**src/verilog/isr_regs.svh**
```systemverilog
`ifndef ISR_REGS_SVH
`define ISR_REGS_SVH

// slave address with the address-select pin low, and with it high
`define ISR_SLAVE_ADDR_LOW 7'h18
`define ISR_SLAVE_ADDR_HIGH 7'h19
// read start address after reset, before any register address is written
`define ISR_START_ADDR_RST 8'h00
// bits in one byte on the wire
`define ISR_BYTE_BITS 4'h8
// core clock rate in MHz
`define ISR_CLK_MHZ 100
// watchdog timeout periods in microseconds, short and long setting
`define ISR_WDT_SHORT_US 1000
`define ISR_WDT_LONG_US 50000
// watchdog periods in core clock cycles
`define ISR_WDT_SHORT_CYC (`ISR_WDT_SHORT_US * `ISR_CLK_MHZ)
`define ISR_WDT_LONG_CYC (`ISR_WDT_LONG_US * `ISR_CLK_MHZ)

`endif

```
**src/verilog/isr_pkg.sv**
```systemverilog
package isr_pkg;

  // protocol position of the slave engine
  typedef enum logic [2:0] {
    ST_IDLE,
    ST_ADDR,
    ST_ACK,
    ST_RX,
    ST_TX,
    ST_MACK,
    ST_WAIT
  } isr_state_t;

  // one register write handed to the register file
  typedef struct packed {
    logic [7:0] addr;
    logic [7:0] data;
  } isr_wr_t;

endpackage : isr_pkg

```
**src/verilog/isr_watchdog.sv**
```systemverilog
`timescale 1ns/1ps
`include "isr_regs.svh"

module isr_watchdog #(
  parameter int SHORT_CYC = `ISR_WDT_SHORT_CYC,
  parameter int LONG_CYC = `ISR_WDT_LONG_CYC
) (
  input wire logic core_clk,
  input wire logic nrst,
  input wire logic enable,
  input wire logic longSel,
  input wire logic holding,
  input wire logic sclEdge,
  output logic expire
);

  localparam int CW = $clog2(LONG_CYC + 1);

  logic [CW-1:0] count;
  logic [CW-1:0] limit;

  // a zero or inverted period would fire at once or never
  if (SHORT_CYC < 1 || LONG_CYC < SHORT_CYC) begin : g_bad_period
    $error("isr_watchdog: bad timeout periods");
  end

  // period chosen by the select bit
  assign limit = longSel ? CW'(LONG_CYC) : CW'(SHORT_CYC);

  // counts only while we pull sda low and scl stands still
  always_ff @(posedge core_clk or negedge nrst) begin
    if (!nrst) begin
      count <= '0;
      expire <= 1'b0;
    end else if (!enable || !holding || sclEdge) begin
      count <= '0;
      expire <= 1'b0;
    end else if (count >= limit - CW'(1)) begin
      count <= '0;
      expire <= 1'b1;
    end else begin
      count <= count + CW'(1);
      expire <= 1'b0;
    end
  end

endmodule : isr_watchdog

```
**src/verilog/isr_slave.sv**
```systemverilog
`timescale 1ns/1ps
`include "isr_regs.svh"

// Behaviour
// - after a repeated start and our address with the read bit at one, we drive data bytes.
// - a not-acknowledge from the master stops our sending and releases sda until the next stop or start.
// - the register pointer steps by one after each byte read, so registers come out in sequence.
// - every read starts at the address from the latest write command, not where the last read ended.
// - the read start address is zero until a register address has been written.
// - a watchdog resets the slave engine when we hold the bus locked up.
// - the watchdog is enabled by one configuration bit and its period chosen by another.
// - we answer address 0x18 with the address-select pin low and 0x19 with it high.
// - multi-byte writes step the address on normal registers and hold it on trapped ones.
module isr_slave #(
  parameter int WDT_SHORT_CYC = `ISR_WDT_SHORT_CYC,
  parameter int WDT_LONG_CYC = `ISR_WDT_LONG_CYC
) (
  input wire logic core_clk,
  input wire logic nrst,
  input wire logic scl,
  input wire logic sdaIn,
  output logic sdaOut,
  output logic sdaOeN,
  input wire logic addressSelectPin,
  input wire logic wdtEnable,
  input wire logic wdtLongSel,
  output logic [7:0] regAddr,
  input wire logic [7:0] rdData,
  output logic rdFetch,
  output isr_pkg::isr_wr_t wrPort,
  output logic wrValid,
  input wire logic wrTrapped,
  output logic busy
);

  isr_pkg::isr_state_t state;
  logic sclQ;
  logic sdaQ;
  logic sclRise;
  logic sclFall;
  logic startCond;
  logic stopCond;
  logic [3:0] bitCnt;
  logic [7:0] rxShift;
  logic [7:0] txShift;
  logic [7:0] startAddr;
  logic [7:0] ptr;
  logic driveLow;
  logic isRead;
  logic firstByte;
  logic masterAck;
  logic wdtExpire;
  logic [6:0] ownAddr;

  // trapped registers keep the pointer so a burst refills one location
  function automatic logic [7:0] nextPtr(input logic [7:0] cur,
                                         input logic hold);
    nextPtr = hold ? cur : cur + 8'h01;
  endfunction : nextPtr

  // last sample of both lines, for edge and condition detection
  always_ff @(posedge core_clk or negedge nrst) begin
    if (!nrst) begin
      sclQ <= 1'b1;
      sdaQ <= 1'b1;
    end else begin
      sclQ <= scl;
      sdaQ <= sdaIn;
    end
  end

  // start and stop need scl high on both samples; apart from a watchdog release
  // we only move sda after a falling scl, so our own drive never fakes a condition
  assign sclRise = scl && !sclQ;
  assign sclFall = !scl && sclQ;
  assign startCond = scl && sclQ && sdaQ && !sdaIn;
  assign stopCond = scl && sclQ && !sdaQ && sdaIn;
  assign ownAddr = addressSelectPin ? `ISR_SLAVE_ADDR_HIGH
                                    : `ISR_SLAVE_ADDR_LOW;

  // open drain: only ever pull low
  assign sdaOut = 1'b0;
  assign sdaOeN = !driveLow;
  assign regAddr = ptr;
  assign busy = (state != isr_pkg::ST_IDLE);

  // lock-up watchdog watches our own pull-down against scl activity
  isr_watchdog #(
    .SHORT_CYC(WDT_SHORT_CYC),
    .LONG_CYC(WDT_LONG_CYC)
  ) u_wdt (
    .core_clk(core_clk),
    .nrst(nrst),
    .enable(wdtEnable),
    .longSel(wdtLongSel),
    .holding(driveLow),
    .sclEdge(sclRise || sclFall),
    .expire(wdtExpire)
  );

  // read start address survives the watchdog; it is register state
  always_ff @(posedge core_clk or negedge nrst) begin
    if (!nrst) begin
      startAddr <= `ISR_START_ADDR_RST;
    end else if (state == isr_pkg::ST_RX && sclFall && firstByte &&
                 bitCnt == `ISR_BYTE_BITS && !startCond && !stopCond &&
                 !wdtExpire) begin
      startAddr <= rxShift;
    end
  end

  // protocol engine
  always_ff @(posedge core_clk or negedge nrst) begin
    if (!nrst) begin
      state <= isr_pkg::ST_IDLE;
      bitCnt <= 4'h0;
      rxShift <= 8'h00;
      txShift <= 8'h00;
      ptr <= `ISR_START_ADDR_RST;
      driveLow <= 1'b0;
      isRead <= 1'b0;
      firstByte <= 1'b0;
      masterAck <= 1'b0;
      rdFetch <= 1'b0;
      wrValid <= 1'b0;
      wrPort <= '0;
    end else begin
      rdFetch <= 1'b0;
      wrValid <= 1'b0;
      if (wdtExpire) begin
        // free the bus and wait for the next start
        state <= isr_pkg::ST_IDLE;
        driveLow <= 1'b0;
        bitCnt <= 4'h0;
      end else if (startCond) begin
        // start or repeated start: a fresh address byte follows
        state <= isr_pkg::ST_ADDR;
        bitCnt <= 4'h0;
        driveLow <= 1'b0;
      end else if (stopCond) begin
        state <= isr_pkg::ST_IDLE;
        driveLow <= 1'b0;
      end else begin
        case (state)
          isr_pkg::ST_ADDR: begin
            if (sclRise) begin
              rxShift <= {rxShift[6:0], sdaIn};
              bitCnt <= bitCnt + 4'h1;
            end else if (sclFall && bitCnt == `ISR_BYTE_BITS) begin
              if (rxShift[7:1] == ownAddr) begin
                driveLow <= 1'b1;
                isRead <= rxShift[0];
                firstByte <= !rxShift[0];
                if (rxShift[0]) begin
                  ptr <= startAddr;
                end
                state <= isr_pkg::ST_ACK;
              end else begin
                state <= isr_pkg::ST_WAIT;
              end
            end
          end
          isr_pkg::ST_ACK: begin
            // our acknowledge ends at this falling edge
            if (sclFall) begin
              if (isRead) begin
                txShift <= rdData;
                driveLow <= !rdData[7];
                bitCnt <= 4'h1;
                rdFetch <= 1'b1;
                state <= isr_pkg::ST_TX;
              end else begin
                driveLow <= 1'b0;
                bitCnt <= 4'h0;
                state <= isr_pkg::ST_RX;
              end
            end
          end
          isr_pkg::ST_RX: begin
            if (sclRise) begin
              rxShift <= {rxShift[6:0], sdaIn};
              bitCnt <= bitCnt + 4'h1;
            end else if (sclFall && bitCnt == `ISR_BYTE_BITS) begin
              driveLow <= 1'b1;
              state <= isr_pkg::ST_ACK;
              if (firstByte) begin
                // register address of the write phase
                ptr <= rxShift;
                firstByte <= 1'b0;
              end else begin
                wrPort.addr <= ptr;
                wrPort.data <= rxShift;
                wrValid <= 1'b1;
                ptr <= nextPtr(ptr, wrTrapped);
              end
            end
          end
          isr_pkg::ST_TX: begin
            // a one bit is sent by letting the pull-up win
            if (sclFall) begin
              if (bitCnt == `ISR_BYTE_BITS) begin
                driveLow <= 1'b0;
                ptr <= nextPtr(ptr, 1'b0);
                state <= isr_pkg::ST_MACK;
              end else begin
                txShift <= {txShift[6:0], 1'b0};
                driveLow <= !txShift[6];
                bitCnt <= bitCnt + 4'h1;
              end
            end
          end
          isr_pkg::ST_MACK: begin
            if (sclRise) begin
              masterAck <= !sdaIn;
            end else if (sclFall) begin
              if (masterAck) begin
                txShift <= rdData;
                driveLow <= !rdData[7];
                bitCnt <= 4'h1;
                rdFetch <= 1'b1;
                state <= isr_pkg::ST_TX;
              end else begin
                // not-acknowledge: hands off until stop or start
                driveLow <= 1'b0;
                state <= isr_pkg::ST_WAIT;
              end
            end
          end
          isr_pkg::ST_IDLE, isr_pkg::ST_WAIT: begin
            driveLow <= 1'b0;
          end
          default: begin
            state <= isr_pkg::ST_IDLE;
            driveLow <= 1'b0;
          end
        endcase
      end
    end
  end

endmodule : isr_slave

```
**config.mk**
```make
export PLATFORM = sky130hd
export DESIGN_NAME = isr_slave
export DESIGN_NICKNAME = d
export VERILOG_FILES = /design/src/verilog/isr_pkg.sv /design/src/verilog/isr_watchdog.sv /design/src/verilog/isr_slave.sv
export VERILOG_INCLUDE_DIRS = /design/src /design/src/verilog
export SDC_FILE = /design/constraint.sdc
export NUM_CORES = 1
export LEC_CHECK = 0
export ABC_AREA = 0
export BUFFER_PORTS_ARGS = -buffer_cell sky130_fd_sc_hd__buf_2
export CAP_MARGIN = 10
export CORE_AREA = 2 2 136 72
export DETAILED_ROUTE_END_ITERATION = 8
export DIE_AREA = 0 0 138 74
export GPL_ROUTABILITY_DRIVEN = 0
export GPL_TIMING_DRIVEN = 0
export HOLD_SLACK_MARGIN = 0.12
export PLACE_DENSITY = 0.74
export REMOVE_ABC_BUFFERS = 1
export SYNTH_ARGS = -nofsm -noshare
export SYNTH_HDL_FRONTEND = slang
export SYNTH_SLANG_ARGS = --single-unit
export TNS_END_PERCENT = 50
```
**constraint.sdc**
```tcl
create_clock -name core_clk -period 4.23 [get_ports core_clk]
set_clock_uncertainty 0.05 [all_clocks]
set_input_delay 0.423 -clock core_clk [delete_from_list [all_inputs] [get_ports core_clk]]
set_output_delay 0.423 -clock core_clk [all_outputs]
set_load 0.02 [all_outputs]
```
== After elaboration in Yosys (flattened, before gate mapping) ==
Index checks and enable logic that the tools add are counted.
Storage, ports and cells
  flip-flop bits (word level): 86
  output and inout bits: 29
  word-level logic and storage cells: 208
Operators by class
  add/sub/neg operators: 4
  order comparisons: 1
  equality and inequality tests: 42
  multiplexer cells: 91
  bitwise operators: 5
  reductions and logical operators: 47
Operators by type and width (number)
  $mux W8: 10
  $mux W23: 3
  $mux W7: 7
  $ne A5 B4 Y1 const B: 9
  $mux W3: 14
  $mux W4: 10
  $mux W1: 39
  $ne A4 B3 Y1 const B: 7
  $reduce_and A9 Y1: 3
  $ne A2 B2 Y1 const B: 13
  $pmux W8 S3: 1
  $add A23 B1 Y23 const B: 1
  $ge A23 B23 Y1: 1
  $sub A23 B1 Y23 const B: 1
  $pmux W7 S3: 1
  $pmux W3 S6: 1
  $pmux W4 S4: 1
  $logic_and A1 B1 Y1: 14
  $reduce_and A7 Y1: 2
  $reduce_and A13 Y1: 1
  $logic_not A1 Y1: 12
  $reduce_and A11 Y1: 1
  $reduce_and A10 Y1: 1
  $reduce_and A5 Y1: 2
  other kinds (22): 35

== Longest topological paths before layout ==
  word-level depth: 9
  gate-level depth with buffers: 9
  gate-level depth less buffers: 7

== By module ==
Synthesis repeated with hierarchy kept, for this count alone.
Second synthesis, totals
  cell total of the unflattened synthesis: 471
  area total of the unflattened synthesis: 4931.0 um^2
By module, submodules not included
  isr_slave: instances 1, cells an instance 321, area an instance 3528.4 um^2
  isr_watchdog: instances 1, cells an instance 150, area an instance 1402.6 um^2

== Worst setup path before layout ==
No wires, ideal clock.
  path kind: in2reg
  start point: in wdtLongSel
  end point: reg u_wdt.count[10]
  library setup time: 134 ps
  arrival time: 1958 ps
  required time: 4046 ps
  setup slack: 2088 ps
  stages: 8
  buffers on the path: 1
  path through: inv_1 > ha_1 > or4bb_1 > nor4_1 > a21oi_1 > nand3_1 > buf_2 > nor3_1
On the way
  cells in the longest elaborated chain, start to end: 5
RTL lines
  start: declaration: line isr_slave.sv:26  | input wire logic wdtLongSel,
  $mux W23: line isr_watchdog.sv:28  | assign limit = longSel ? CW'(LONG_CYC) : CW'(SHORT_CYC);
  $sub A23 B1 Y23: line isr_watchdog.sv:38  | end else if (count >= limit - CW'(1)) begin
  $ge A23 B23 Y1: line isr_watchdog.sv:38
  $mux W23: line isr_watchdog.sv:38
  $mux W23: line isr_watchdog.sv:35  | end else if (!enable || !holding || sclEdge) begin
  end signal: assignment: line isr_watchdog.sv:42  | count <= count + CW'(1);
  end: declaration: line isr_watchdog.sv:19  | logic [CW-1:0] count;
No other way between the ends.
A chain may end at the register's enable or synchronous reset.

== Worst setup path in the final report ==
  start point: reg state[0]
  end point: reg ptr[0], in the netlist regAddr[0]
On the way
  cells in the longest elaborated chain, start to end: 3
  elaborated cells between the ends (all ways): 15
  classes of those cells: eq/ne: 12; mux: 1; reduce/logical: 2
RTL lines
  start: declaration: line isr_slave.sv:36  | isr_pkg::isr_state_t state;
  start signal: assignment: line isr_slave.sv:115  | state <= isr_pkg::ST_IDLE;
  start signal: assignment: line isr_slave.sv:132  | state <= isr_pkg::ST_IDLE;
  start signal: assignment: line isr_slave.sv:137  | state <= isr_pkg::ST_ADDR;
  $eq A3 B2 Y1, or another cell as far along: line isr_slave.sv:144  | case (state)
  $ne A3 B3 Y1 (no line), or another cell as far along
  $reduce_and A13 Y1 (no line)
  end signal: assignment: line isr_slave.sv:155  | ptr <= startAddr;
  end signal: assignment: line isr_slave.sv:188  | ptr <= rxShift;
  end signal: assignment: line isr_slave.sv:194  | ptr <= nextPtr(ptr, wrTrapped);
  end: declaration: line isr_slave.sv:47  | logic [7:0] ptr;
Several ways; a longest one is shown, not always the timed one.

==> reports/metrics.cfg <==
[run_status]
status=finished, final reports clean

[sta]
timing.final.ws_setup_ns=1.37
fmax_ghz=0.350
tns_ns=0
maxSlewViolCount=0
setup_viol=0
max_slew.worst_pin.slew_ns=1.00
rsz0062_at_grt=false
timing.final.crit_share_pct=67.6
slew_headroom_pct=33.0
hold_viol=0
period_minus_slack_ns=2.86

[power_and_ir_drop]
clock_power_share_pct=45.4
peakVddDrop_uv=242
p_seq_share_pct=46.9
switching_share_pct=24.2
p_sw_mw=0.456
powerDensity_mw_per_mm2=345
p_int_mw=1.43
power_frac_comb_pct=7.7
finalPower_mw=1.88
p_leak_nw=2.45

[layout]
fin_nets=545
multi_input_area_mm2=0.00247
antenna_cells=0
syn2layout_area_growth_pct=12.5
fill_cells=762
register_area_mm2=0.00215
layout-drive-gt1-share_pct=19.8

[clocking]
cts_setup_buffers=0
clock-sinks=86
clk_pin_slew_ns=0.06
htree_levels=3
root_buffer=clkbuf_16
cts_tree=done
clk_latency_ns=0.34
cts_buffers=9
ctsLongestPathBuffers=2

[floorplanning]
pin_count=45
die_area_mm2=0.0102
core_mm2=0.00907
row_count=25
die_h_um=74
dieWidth_um=138
initial_core_util_pct=53.4

[worst_setup_path]
endpoint_kind=flip-flop
crit_type=flip-flop to flip-flop
worstPathRequired_ns=4.40
cp.arrival_ns=3.03
crit_path_start_kind=flip-flop
cp_max_fo=24

[route]
drc=0
drt_wl_total_mm=11.9
ant_nets=0
wl_per_cell_um=18.7
num_vias=3917
drt-vias-per-instance=6.16
drt_first_pass_iters=5
drt_iter0_markers=397

[global_route]
antenna_found_initial=0
grt_use_total_pct=24.1
grt_pass1_wl_mm=19.4
grt_pass1_vias=3702
grt-ovfl-total=0
grt_max_degree=55

[synth]
synth-edff-count=0
seq_area_frac_synth_pct=44.5
netlist_area_mm2=0.00485
ys_ff_latch=86
avgSynthCellArea_um2=10.1
synthArstFlopShare_pct=100
ys.flop_type=dfrtp_1
yosysWarnings=0
synth.distinct_cells=62
synthCells=480

[placement]
dp_hpwl_mm=8.32
port_buffers=43
post-place-ws_ns=1.17

[flow_run]
maxCapViolations=0

[worst_hold_path]
hold_class=input port to flip-flop

[critical path, cell delays in order, from the launching register on]
cell and delay, ns:
dfrtp_1 0.82, nor2b_1 0.59, o211ai_1 0.22, a21oi_2 0.41, nand2_1 0.30, mux2_2 0.35
[path summary, 6_finish.rpt]
kind,startpoint,endpoint,slack (ns),depth (start not counted)
min in group asynchronous,nrst,u_wdt.count[9],0.52,2
max,state[0],regAddr[0],1.37,5
min,scl,sclQ,0.17,1
min reg2reg,txShift[3],txShift[3],0.43,2
max in group asynchronous,nrst,sclQ,2.95,3
max reg2reg,state[0],regAddr[0],1.37,5
[Yosys cell counts (2+ instances only)]
| library cell | instances | share of area (%) |
|---|---|---|
| clkbuf_1 | 10 | 0.77 |
| dfstp_2 | 2 | 1.1 |
| and4_1 | 3 | 0.54 |
| inv_1 | 25 | 1.9 |
| mux2_2 | 19 | 4.4 |
| nand3b_1 | 3 | 0.46 |
| and3b_1 | 2 | 0.36 |
| o21ai_0 | 19 | 2.0 |
| a21oi_1 | 28 | 2.9 |
| o211ai_1 | 7 | 1.1 |
| o31ai_1 | 4 | 0.62 |
| xor2_1 | 8 | 1.4 |
| a211oi_1 | 10 | 1.5 |
| nor2_1 | 12 | 0.93 |
| buf_4 | 2 | 0.31 |
| nor2b_1 | 5 | 0.65 |
| nand2b_1 | 4 | 0.52 |
| nand2_1 | 40 | 3.1 |
| or3b_1 | 2 | 0.36 |
| and3_1 | 7 | 0.90 |
| nor4_1 | 3 | 0.39 |
| nor3b_1 | 2 | 0.31 |
| nand4_1 | 7 | 0.90 |
| or4bb_1 | 2 | 0.46 |
| nor3_1 | 35 | 3.6 |
| o21ai_1 | 2 | 0.21 |
| nor4b_1 | 2 | 0.36 |
| xnor2_1 | 15 | 2.7 |
| buf_2 | 10 | 1.0 |
| buf_6 | 2 | 0.46 |
| mux2_4 | 13 | 4.0 |
| mux2i_1 | 7 | 1.4 |
| dfrtp_1 | 84 | 43 |
| o22ai_1 | 2 | 0.26 |
| a21boi_0 | 2 | 0.31 |
| ha_1 | 18 | 4.6 |
| or3_1 | 4 | 0.52 |
| a31oi_1 | 11 | 1.4 |
| nand3_1 | 19 | 2.0 |
| o2bb2ai_1 | 6 | 1.1 |
[power groups by stage]
stage                     Sequential (mW)  Clock [mW]  Combinational (mW)
after global routing                0.885       0.891               0.161
after global placement              0.894           0               0.131
after detailed placement            0.895           0               0.141
after CTS                           0.881       0.861               0.143
after floorplan                     0.882           0              0.0860
final                               0.883       0.855               0.145
[metrics by stage]
step	std cells	hold WS (ns)	cell area [um^2]	utilization, %
3_3_place_gp	619	0.410	5080	56.0
2_1_floorplan	455	0.0774	4720	-
3_5_place_dp	620	0.363	5120	56.4
6_report	636	0.174	5450	60.1
5_1_grt	636	0.172	5450	60.1
4_1_cts	636	0.172	5450	60.1
[cells in the final DEF (no fill, tap or decap), drive strengths merged, types with 5 or more instances in the layout]
master and instances:
a211oi 10, inv 25, a21oi 29, mux2i 7
nand2 40, nor2 12, buf 44, nand4 7
o211ai 7, nor3 35, dfrtp 84, nand3 19
xor2 8, and3 7, xnor2 15, nor2b 5
o21ai 21, clkbuf 10, a31oi 12, mux2 32
ha 18, o2bb2ai 6
[sequential cells by signal, summed over array words and instances, names as in the netlist]
| signal | cells |
|---|---|
| wrPort | 16 |
| isRead | 1 |
| firstByte | 1 |
| u_wdt.count | 23 |
| wrValid | 1 |
| sclQ | 1 |
| masterAck | 1 |
| sdaQ | 1 |
| driveLow | 1 |
| regAddr | 8 |
| startAddr | 8 |
| txShift | 7 |
| bitCnt | 4 |
| rdFetch | 1 |
| state | 3 |
| u_wdt.expire | 1 |
| rxShift | 8 |
[per-layer routing]
metal | up-vias | track usage [%] | routed length (um) | part of all wire, %
li1 | 1814 | - | - | -
met1 | 1927 | 37.3 | 5850 | 49
met2 | 166 | 34.7 | 4930 | 41
met3 | 10 | 5.60 | 989 | 8.3
met4 | 0 | 4.88 | 109 | 0.92
met5 | - | 0 | 0 | 0
[cell type report]
type | instances | area share (%)
multi-input combinational | 344 | 45.4
timing repair buffer | 45 | 4.68
clock buffer | 10 | 4.38
sequential | 86 | 39.5
tap | 121 | 2.78
inverter | 25 | 1.72
clock inverter | 5 | 1.54
[kinds of logic after synthesis]
family | Yosys count | synth area share, %
other | 1 | 0.0774
AOI/OAI and AO/OA | 104 | 14.3
muxes | 39 | 9.89
DFF | 86 | 44.5
buffers and inverters | 50 | 4.60
adders and majority gates | 18 | 4.65
xor gates and xnor gates | 23 | 4.16
and+or+nand+nor | 159 | 17.9
[repair_timing]
item                      in CTS  in global routing
hold buffers                   1                  0
gates resized for setup        0                  0
hold endpoints to repair      31                  0
No activity file was read; power rests on OpenSTA's default activity.
